File: config.mk
export PLATFORM = sky130hd
export DESIGN_NAME = mcf_frame_builder
export DESIGN_NICKNAME = d
export VERILOG_FILES = /design/src/hw/mcf_pkg.sv /design/src/hw/mcf_code_sel.sv /design/src/hw/mcf_frame_builder.sv
export SDC_FILE = /design/constraint.sdc
export NUM_CORES = 1
export LEC_CHECK = 0
export ABC_AREA = 1
export BUFFER_PORTS_ARGS = -buffer_cell sky130_fd_sc_hd__buf_4
export CAP_MARGIN = 20
export CELL_PAD_IN_SITES_DETAIL_PLACEMENT = 0
export CELL_PAD_IN_SITES_GLOBAL_PLACEMENT = 1
export CORE_MARGIN = 3
export CORE_UTILIZATION = 40
export DETAILED_ROUTE_END_ITERATION = 8
export PLACE_DENSITY = 0.82
export SLEW_MARGIN = 20
export SYNTH_ARGS = -nofsm -noshare
export SYNTH_HDL_FRONTEND = slang
export SYNTH_SLANG_ARGS = --single-unit
File: constraint.sdc
create_clock -name mclk -period 4.1 [get_ports mclk]
set_input_delay 0 -clock mclk [delete_from_list [all_inputs] [get_ports mclk]]
set_output_delay 0 -clock mclk [all_outputs]
set_load 0.05 [all_outputs]
File: src/hw/mcf_pkg.sv
/*
 * Package for the machine check frame builder: frame layout, code values,
 * field positions and the packed structs that carry the fault inputs.
 * It assumes one processor clock and that the stack write port accepts one
 * longword per cycle while its ready is high.
 */
// Function
// - Bus, cache and memory errors raise a machine check.
// - Push status, PC, four parameters, byte count.
// - Byte count longword equals sixteen.
// - One parameter is the 32-bit check code.
// - Accelerator protocol error code 1, reserved code 2.
// - Status lines 10 give 3, 01 give 4.
// - Miss with region page address gives 5 or 6.
// - Modify-bit update region address gives 7 or 8.
// - Unused priority level request gives code 9.
// - Float checks record partial completion in bit 27.
// - Restart inhibit flag goes in state two bit 15.
// - Recent address parameter is read address plus four.
package mcf_pkg;
	// Frame contents and layout.
	localparam logic [31:0] MCF_BYTE_COUNT = 32'h00000010;
	localparam int MCF_FRAME_WORDS = 7;
	localparam logic [31:0] MCF_ADDR_STEP = 32'h00000004;
	localparam int MCF_STATUS_PART_DONE_BIT = 27;
	localparam int MCF_IS2_RESTART_BIT = 15;

	// Check codes.
	localparam logic [31:0] MCF_CODE_FP_PROTOCOL = 32'h00000001;
	localparam logic [31:0] MCF_CODE_FP_RESERVED = 32'h00000002;
	localparam logic [31:0] MCF_CODE_FP_STAT_10 = 32'h00000003;
	localparam logic [31:0] MCF_CODE_FP_STAT_01 = 32'h00000004;
	localparam logic [31:0] MCF_CODE_TBM_PROGRAM = 32'h00000005;
	localparam logic [31:0] MCF_CODE_TBM_CONTROL = 32'h00000006;
	localparam logic [31:0] MCF_CODE_MOD_PROGRAM = 32'h00000007;
	localparam logic [31:0] MCF_CODE_MOD_CONTROL = 32'h00000008;
	localparam logic [31:0] MCF_CODE_UNUSED_LEVEL = 32'h00000009;
	localparam logic [31:0] MCF_CODE_READ_ERROR = 32'h00000080;
	localparam logic [31:0] MCF_CODE_WRITE_ERROR = 32'h00000082;

	// Status line patterns that the accelerator must never return.
	localparam logic [1:0] MCF_CPSTAT_BAD_HI = 2'h2;
	localparam logic [1:0] MCF_CPSTAT_BAD_LO = 2'h1;

	// Page-table address regions.
	typedef enum logic [1:0] {
		MCF_REGION_PROGRAM = 2'b00,
		MCF_REGION_CONTROL = 2'b01,
		MCF_REGION_SYSTEM = 2'b10,
		MCF_REGION_RESERVED = 2'b11
	} mcf_region_t;

	// Hardware error sources that abort the current instruction.
	typedef struct packed {
		logic data_bus_parity;
		logic cache_parity;
		logic sysbus_nonexistent_memory;
		logic sysbus_device_parity;
		logic sysbus_no_grant;
		logic data_bus_timeout;
		logic main_nonexistent_memory;
		logic main_uncorrectable;
		logic on_write;
	} mcf_bus_err_t;

	// Accelerator, memory-management and interrupt controller faults.
	typedef struct packed {
		logic fp_protocol;
		logic fp_reserved;
		logic fp_status_valid;
		logic [1:0] coprocessor_status_lines;
		logic tb_miss_walk;
		logic modify_walk;
		mcf_region_t pte_region;
		logic unused_level_request;
	} mcf_fault_t;

	// Processor state captured with the check.
	typedef struct packed {
		logic [31:0] processor_status_longword;
		logic [31:0] pc;
		logic [31:0] access_address;
		logic [31:0] state_info1;
		logic [31:0] state_info2;
		logic part_done;
		logic restart_inhibit_flag;
	} mcf_state_t;
endpackage

File: src/hw/mcf_code_sel.sv
/*
 * Combinational classifier that turns the fault inputs into one check code.
 * It assumes the inputs are stable during the cycle that they are sampled.
 */
`timescale 1ns/100ps
`default_nettype none
module mcf_code_sel (
	// Fault sources.
	input wire mcf_pkg::mcf_bus_err_t bus_err,
	input wire mcf_pkg::mcf_fault_t fault,
	// Classification.
	output logic hit,
	output logic fp_class,
	output logic [31:0] code
);
	import mcf_pkg::*;

	// Named decode terms.
	wire bus_any = |bus_err[8:1];
	wire st_hi = fault.fp_status_valid &&
		fault.coprocessor_status_lines == MCF_CPSTAT_BAD_HI;
	wire st_lo = fault.fp_status_valid &&
		fault.coprocessor_status_lines == MCF_CPSTAT_BAD_LO;
	wire is_prog = fault.pte_region == MCF_REGION_PROGRAM;
	wire is_ctl = fault.pte_region == MCF_REGION_CONTROL;
	wire tbm = fault.tb_miss_walk && (is_prog || is_ctl);
	wire mdw = fault.modify_walk && (is_prog || is_ctl);

	assign fp_class = fault.fp_protocol || fault.fp_reserved ||
		st_hi || st_lo;
	assign hit = bus_any || fp_class || tbm || mdw ||
		fault.unused_level_request;

	// Fixed priority: accelerator, then walk faults, level, bus errors.
	always_comb begin
		code = 32'h00000000;
		if (fault.fp_protocol) begin
			code = MCF_CODE_FP_PROTOCOL;
		end else if (fault.fp_reserved) begin
			code = MCF_CODE_FP_RESERVED;
		end else if (st_hi) begin
			code = MCF_CODE_FP_STAT_10;
		end else if (st_lo) begin
			code = MCF_CODE_FP_STAT_01;
		end else if (tbm) begin
			code = is_prog ? MCF_CODE_TBM_PROGRAM : MCF_CODE_TBM_CONTROL;
		end else if (mdw) begin
			code = is_prog ? MCF_CODE_MOD_PROGRAM : MCF_CODE_MOD_CONTROL;
		end else if (fault.unused_level_request) begin
			code = MCF_CODE_UNUSED_LEVEL;
		end else if (bus_any) begin
			code = bus_err.on_write ? MCF_CODE_WRITE_ERROR :
				MCF_CODE_READ_ERROR;
		end
	end
endmodule
`default_nettype wire

File: src/hw/mcf_frame_builder.sv
/*
 * Machine check frame builder. On a fault it latches processor state and
 * writes the seven-longword frame down the stack, deepest word first, so
 * the byte count ends on top. It assumes the stack port takes one word per
 * cycle when stack_ready is high and that the sequencer holds the
 * instruction while busy is high.
 */
`timescale 1ns/100ps
`default_nettype none
module mcf_frame_builder (
	// Clock and reset.
	input wire logic mclk,
	input wire logic rst,
	// Fault sources and captured state.
	input wire mcf_pkg::mcf_bus_err_t bus_err,
	input wire mcf_pkg::mcf_fault_t fault,
	input wire mcf_pkg::mcf_state_t cpu_state,
	input wire logic [31:0] stack_pointer,
	// Stack write port.
	input wire logic stack_ready,
	output logic stack_we,
	output logic [31:0] stack_addr,
	output logic [31:0] stack_data,
	// Sequencer handshake.
	output logic abort_req,
	output logic busy,
	output logic done,
	output logic [31:0] new_stack_pointer
);
	import mcf_pkg::*;

	// Builder states.
	typedef enum logic [1:0] {
		MCF_IDLE = 2'b00,
		MCF_PUSH = 2'b01,
		MCF_DONE = 2'b10
	} mcf_fsm_t;

	mcf_fsm_t state; // Current state.
	mcf_fsm_t next_state; // Next state.
	logic [2:0] idx; // Next frame slot to write, 6 deepest.
	logic [31:0] frame [0:MCF_FRAME_WORDS-1]; // Latched frame, 0 on top.
	logic [31:0] sp; // Working stack address.
	wire hit; // A fault is present.
	wire fp_class; // The fault is an accelerator error.
	wire [31:0] code; // Selected check code.

	// Fault classification.
	mcf_code_sel u_sel (
		.bus_err(bus_err),
		.fault(fault),
		.hit(hit),
		.fp_class(fp_class),
		.code(code)
	);

	// Status word with the partial-completion flag inserted for float checks.
	function automatic logic [31:0] fix_status(input logic [31:0] p,
		input logic fp, input logic pd);
		logic [31:0] r;
		r = p;
		if (fp) begin
			r[MCF_STATUS_PART_DONE_BIT] = pd;
		end
		return r;
	endfunction

	wire [31:0] is2 = {cpu_state.state_info2[31:16],
		cpu_state.restart_inhibit_flag, cpu_state.state_info2[14:0]};
	wire start = state == MCF_IDLE && hit;
	wire push = state == MCF_PUSH && stack_ready;
	wire last = idx == 3'h0;
	wire [31:0] slot_addr = sp - MCF_ADDR_STEP;

	// Next-state decode.
	always_comb begin
		next_state = state;
		unique case (state)
			MCF_IDLE: begin
				if (hit) begin
					next_state = MCF_PUSH;
				end
			end
			MCF_PUSH: begin
				if (push && last) begin
					next_state = MCF_DONE;
				end
			end
			MCF_DONE: begin
				next_state = MCF_IDLE;
			end
			default: begin
				next_state = MCF_IDLE;
			end
		endcase
	end

	// State register.
	always_ff @(posedge mclk) begin
		if (rst) begin
			state <= MCF_IDLE;
		end else begin
			state <= next_state;
		end
	end

	// Frame latch; slot order fixes the stack layout.
	always_ff @(posedge mclk) begin
		if (start) begin
			frame[0] <= MCF_BYTE_COUNT;
			frame[1] <= code;
			frame[2] <= cpu_state.access_address + MCF_ADDR_STEP;
			frame[3] <= cpu_state.state_info1;
			frame[4] <= is2;
			frame[5] <= cpu_state.pc;
			frame[6] <= fix_status(cpu_state.processor_status_longword,
				fp_class, cpu_state.part_done);
		end
	end

	// Push sequencing: one longword per accepted cycle, deepest first.
	always_ff @(posedge mclk) begin
		if (rst) begin
			idx <= 3'h0;
			sp <= 32'h00000000;
		end else if (start) begin
			idx <= 3'(MCF_FRAME_WORDS - 1);
			sp <= stack_pointer;
		end else if (push) begin
			idx <= idx - 3'h1;
			sp <= slot_addr;
		end
	end

	// Registered outputs.
	always_ff @(posedge mclk) begin
		if (rst) begin
			stack_we <= 1'b0;
			stack_addr <= 32'h00000000;
			stack_data <= 32'h00000000;
			abort_req <= 1'b0;
			busy <= 1'b0;
			done <= 1'b0;
			new_stack_pointer <= 32'h00000000;
		end else begin
			stack_we <= push;
			stack_addr <= slot_addr;
			// Data only moves on a write, so the unlatched frame never shows.
			if (push) begin
				stack_data <= frame[idx];
			end
			abort_req <= start;
			busy <= next_state != MCF_IDLE;
			done <= push && last;
			if (push && last) begin
				new_stack_pointer <= slot_addr;
			end
		end
	end

	// Assertions.
	a_frame_count_top: assert property (@(posedge mclk) disable iff (rst)
		(push && last) |=> stack_data == MCF_BYTE_COUNT)
		else $error("Top of frame is not the byte count");
	a_frame_psl_deep: assert property (@(posedge mclk) disable iff (rst)
		start ##1 push |=> stack_data == $past(frame[6]))
		else $error("First pushed word is not the status word");
	a_code_fp_proto: assert property (@(posedge mclk) disable iff (rst)
		(start && fault.fp_protocol) |=> frame[1] == MCF_CODE_FP_PROTOCOL)
		else $error("Protocol error code wrong");
	a_code_status_hi: assert property (@(posedge mclk) disable iff (rst)
		(start && !fault.fp_protocol && !fault.fp_reserved &&
		fault.fp_status_valid && fault.coprocessor_status_lines == 2'h2)
		|=> frame[1] == MCF_CODE_FP_STAT_10)
		else $error("Status 10 code wrong");
	a_code_unused_lvl: assert property (@(posedge mclk) disable iff (rst)
		(start && fault.unused_level_request && !fp_class &&
		!fault.tb_miss_walk && !fault.modify_walk)
		|=> frame[1] == MCF_CODE_UNUSED_LEVEL)
		else $error("Unused level code wrong");
	a_abort_on_bus: assert property (@(posedge mclk) disable iff (rst)
		(state == MCF_IDLE && |bus_err[8:1]) |=> abort_req)
		else $error("Bus error did not abort");
	a_push_seven: assert property (@(posedge mclk) disable iff (rst)
		start |=> idx == 3'h6 && sp == $past(stack_pointer))
		else $error("Frame push not set up for seven words");
	a_addr_plus_four: assert property (@(posedge mclk) disable iff (rst)
		start |=> frame[2] == $past(cpu_state.access_address) + 32'h4)
		else $error("Recent address not plus four");
	a_restart_bit: assert property (@(posedge mclk) disable iff (rst)
		start |=> frame[4][15] == $past(cpu_state.restart_inhibit_flag))
		else $error("Restart inhibit bit not captured");
	a_part_done: assert property (@(posedge mclk) disable iff (rst)
		(start && fp_class) |=> frame[6][27] == $past(cpu_state.part_done))
		else $error("Partial completion bit not recorded");
	a_code_walk_prog: assert property (@(posedge mclk) disable iff (rst)
		(start && !fp_class && fault.tb_miss_walk &&
		fault.pte_region == MCF_REGION_PROGRAM) |=>
		frame[1] == MCF_CODE_TBM_PROGRAM)
		else $error("Walk code region mismatch");
	a_code_mod_ctl: assert property (@(posedge mclk) disable iff (rst)
		(start && !fp_class && !fault.tb_miss_walk && fault.modify_walk &&
		fault.pte_region == MCF_REGION_CONTROL) |=>
		frame[1] == MCF_CODE_MOD_CONTROL)
		else $error("Modify code region mismatch");
	a_code_present: assert property (@(posedge mclk) disable iff (rst)
		start |=> frame[1] != 32'h0)
		else $error("Check code missing");

	c_fp_check: cover property (@(posedge mclk) start && fp_class);
	c_bus_check: cover property (@(posedge mclk) start && |bus_err[8:1]);
	c_stall_push: cover property (@(posedge mclk)
		state == MCF_PUSH && !stack_ready);
	c_frame_done: cover property (@(posedge mclk) done);
endmodule
`default_nettype wire

==> flow_summary.json <==
{
  "finalMaxSlewViolations": 0,
  "p_leak_uw": 0.008049,
  "cts_tree": "yes",
  "clock_latency_ps": 500,
  "vias_per_cell": 5.009,
  "cts_buffer_depth": 3,
  "yosys_warnings": 0,
  "synth_fp_nets": 1574,
  "wl_per_cell_microns": 17.35,
  "yosysUniqueCellTypes": 41,
  "clock_skew_ps": 10.98,
  "crit_arrival_ps": 2770,
  "r2r-start": "state[0]",
  "synth_area_sq_um": 12830,
  "grt_util_all_layers_pct": 22.54,
  "grt_pass1_vias": 11450,
  "drc": 0,
  "outcome": "completed",
  "fmax_mhz": 387.9,
  "cp_slowest_stage_delay_ps": 720,
  "min_path_cells": 3,
  "timing.final.hold_violations": 0,
  "ios": 316,
  "r2r_setup_slack_ps": 1520,
  "htree_levels": 2,
  "drtPass1Iterations": 5,
  "cp-end-kind": "register",
  "max_cap_viol_count": 0,
  "grt_start_max_net_pins": 90,
  "initial_utilization_pct": 41.29,
  "grt_pass1_wl_microns": 61320,
  "critPathSlowestCell": "inv_6",
  "vias": 11380,
  "hp-class": "in2reg",
  "yosysSeqAreaShare_pct": 60.01,
  "min_period_over_period_pct": 62.87,
  "critPathLaunchType": "register",
  "slew_headroom_pct": 36.09,
  "drtIter0Drc": 839,
  "reg2reg_depth": 4,
  "routabilityCongestion": 0.9046,
  "period_needed_ps": 2578,
  "p_total_uw": 8328,
  "syn_area_per_cell_sq_um": 9.474,
  "tns_ps": 0,
  "power_density_nw_per_um2": 446.2,
  "setup_viol": 0,
  "grt_overflow": 0,
  "dieArea_sq_um": 34250,
  "ant_nets": 0,
  "critPathRequiredTime_ps": 4290,
  "holdPathEnd": "frame[2][6]",
  "cts_buffers": 34,
  "r2r_end": "frame[2][28]",
  "die_x_microns": 185.1,
  "irDropWorstVdd_mv": 0.2917,
  "cp_max_fo": 89,
  "rsz0062_at_grt": "false",
  "wl_microns": 39430,
  "cts_resized": 0,
  "final_layout_size_suffix_gt1_share_pct": 23.16,
  "antenna_found_initial": 0,
  "fp-row-count": 64,
  "hp-start": "cpu_state[72]",
  "syn_to_final_growth_pct": 45.49,
  "syn_inst": 1354,
  "die_h_microns": 185.1,
  "cts-root-buf": "clkbuf_16",
  "timing_worst_setup_path_type": "reg2reg",
  "nets": 2070,
  "crit_chain": "nor2_1 > nand2_4 > inv_6 > buf_12",
  "dp_hpwl_microns": 25580,
  "tightest_slew_ps": 957.3,
  "core_area_sq_um": 31070,
  "io_buffers": 314,
  "cts.sinks": 302,
  "path_clk_slew_ps": 60,
  "ys_ff_latch": 302
}
## per-layer routing
metal  global-route usage [%]  wire length [microns]  vias up
li1                         -                      -     5576
met1                    28.28                  15940     5282
met2                    38.81                  19630      430
met3                    4.203                   2427       93
met4                    8.433                   1436        0
met5                        0                      0        -
## metrics by stage
step	cell area (sq um)	cells	hold WS, ps	util, %	setup WS, ps
after floorplan	12830	1354	98.87	-	1063
after global placement	15490	2012	178.8	49.87	1629
after detailed placement	15490	2012	179.3	49.87	1559
after CTS	18660	2270	0.8255	60.05	1557
after global routing	18660	2270	1.835	60.05	1305
final	18660	2272	1.293	60.07	1522
## report_power, final
group	switching (uW)	leakage, uW	internal, uW
Combinational	958	0.00470	569
Sequential	113	0.00277	3490
Clock	1190	0.000574	2000
Total	2260	0.00805	6070
## cells by family (layout without fill, tap and decap cells)
logic type | count (synthesis) | in the layout | share of synthesized area [%]
flip-flops | 302 | 302 | 60.01
AO/OA/AOI/OAI | 212 | 212 | 9.676
buffers and inverters | 168 | 688 | 5.491
adder cells (fa/ha/maj) | 4 | 4 | 0.3902
XOR/XNOR | 42 | 42 | 2.868
other | 0 | 2 | 0
AND/OR/NAND/NOR | 626 | 626 | 21.57
## cells in the final DEF, fill, tap and decap left out, types with 31 or more instances in the layout
cell type,count
clkbuf_16,35
xor2_1,31
o211ai_1,46
dlygate4sd3_1,198
dfxtp_1,135
o21ai_0,87
nand2_1,279
nand3_1,88
buf_4,321
inv_1,96
edfxtp_1,165
nor2_1,176
## critical path, delay by kind of cell (launching register included)
family	cells	cell delay, ps
buffers and inverters	2	1020
DFF	1	310
and+or+nand+nor	2	850
## cells in the mapped netlist
library cell / number / area [sq um]
clkbuf_2: 1 / 5.000
o21ai_0: 87 / 435.4
nor3_1: 10 / 50.05
nor3_4: 1 / 16.27
clkinv_2: 1 / 5.000
o21a_1: 1 / 7.510
a21oi_1: 25 / 125.1
a31oi_1: 30 / 187.7
nor2_2: 17 / 106.4
nor2_1: 176 / 660.6
xnor2_1: 11 / 96.34
and2_1: 1 / 6.260
o2111ai_1: 4 / 35.03
xor2_1: 31 / 271.5
nand3_2: 4 / 40.04
inv_1: 97 / 364.1
buf_6: 5 / 56.30
dfxtp_1: 137 / 2743
edfxtp_1: 165 / 4955
o211ai_1: 46 / 345.3
o21bai_1: 1 / 7.510
nor4_1: 3 / 18.77
nand2_1: 279 / 1047
buf_1: 6 / 22.52
a21oi_2: 1 / 8.760
nand4_1: 22 / 137.6
clkbuf_1: 27 / 101.4
buf_2: 21 / 105.1
o21ai_1: 16 / 80.08
nand2_4: 2 / 22.52
or2_2: 3 / 18.77
nor2_4: 10 / 112.6
nand2_2: 7 / 43.79
ha_1: 4 / 50.05
nor3_2: 1 / 10.01
nand3_4: 2 / 35.03
buf_4: 2 / 15.01
o221ai_1: 1 / 8.760
nand3_1: 88 / 440.4
inv_2: 7 / 26.28
clkinv_1: 1 / 3.750
## layout make-up
| class | instances | area [sq um] |
|---|---|---|
| Clock buffer | 48 | 994.7 |
| Tap cell | 396 | 495.5 |
| Inverter | 106 | 404.1 |
| Multi-Input combinational cell | 884 | 4425 |
| Sequential cell | 302 | 7700 |
| Fill cell | 2519 | 12410 |
| Antenna cell | 2 | 5.005 |
| Clock inverter | 12 | 186.4 |
| Timing Repair Buffer | 522 | 4452 |
## worst max path at each step
stage,from,to,slack (ps),cells past startpoint
global placement,state[0],frame[5][16],1630,4
finish,state[0],frame[2][28],1520,4
floorplan,state[0],frame[1][0],1060,3
CTS,state[0],frame[6][15],1560,4
detailed placement,state[0],frame[6][14],1560,4
global route,state[1],sp[17],1310,8
## registers in the layout, indices dropped and copies added, names as in the netlist
register	flops
state	2
sp	32
frame	165
busy	1
stack_addr	32
stack_data	32
new_stack_pointer	32
stack_we	1
abort_req	1
done	1
idx	3
## repair_timing
item | CTS | global route
endpoints found under the setup margin | 0 | 0
hold buffers | 198 | 0
buffers inserted | 0 | 0
endpoints found under the hold margin | 194 | 0
Note: power is estimated with default switching activity, not from simulation.
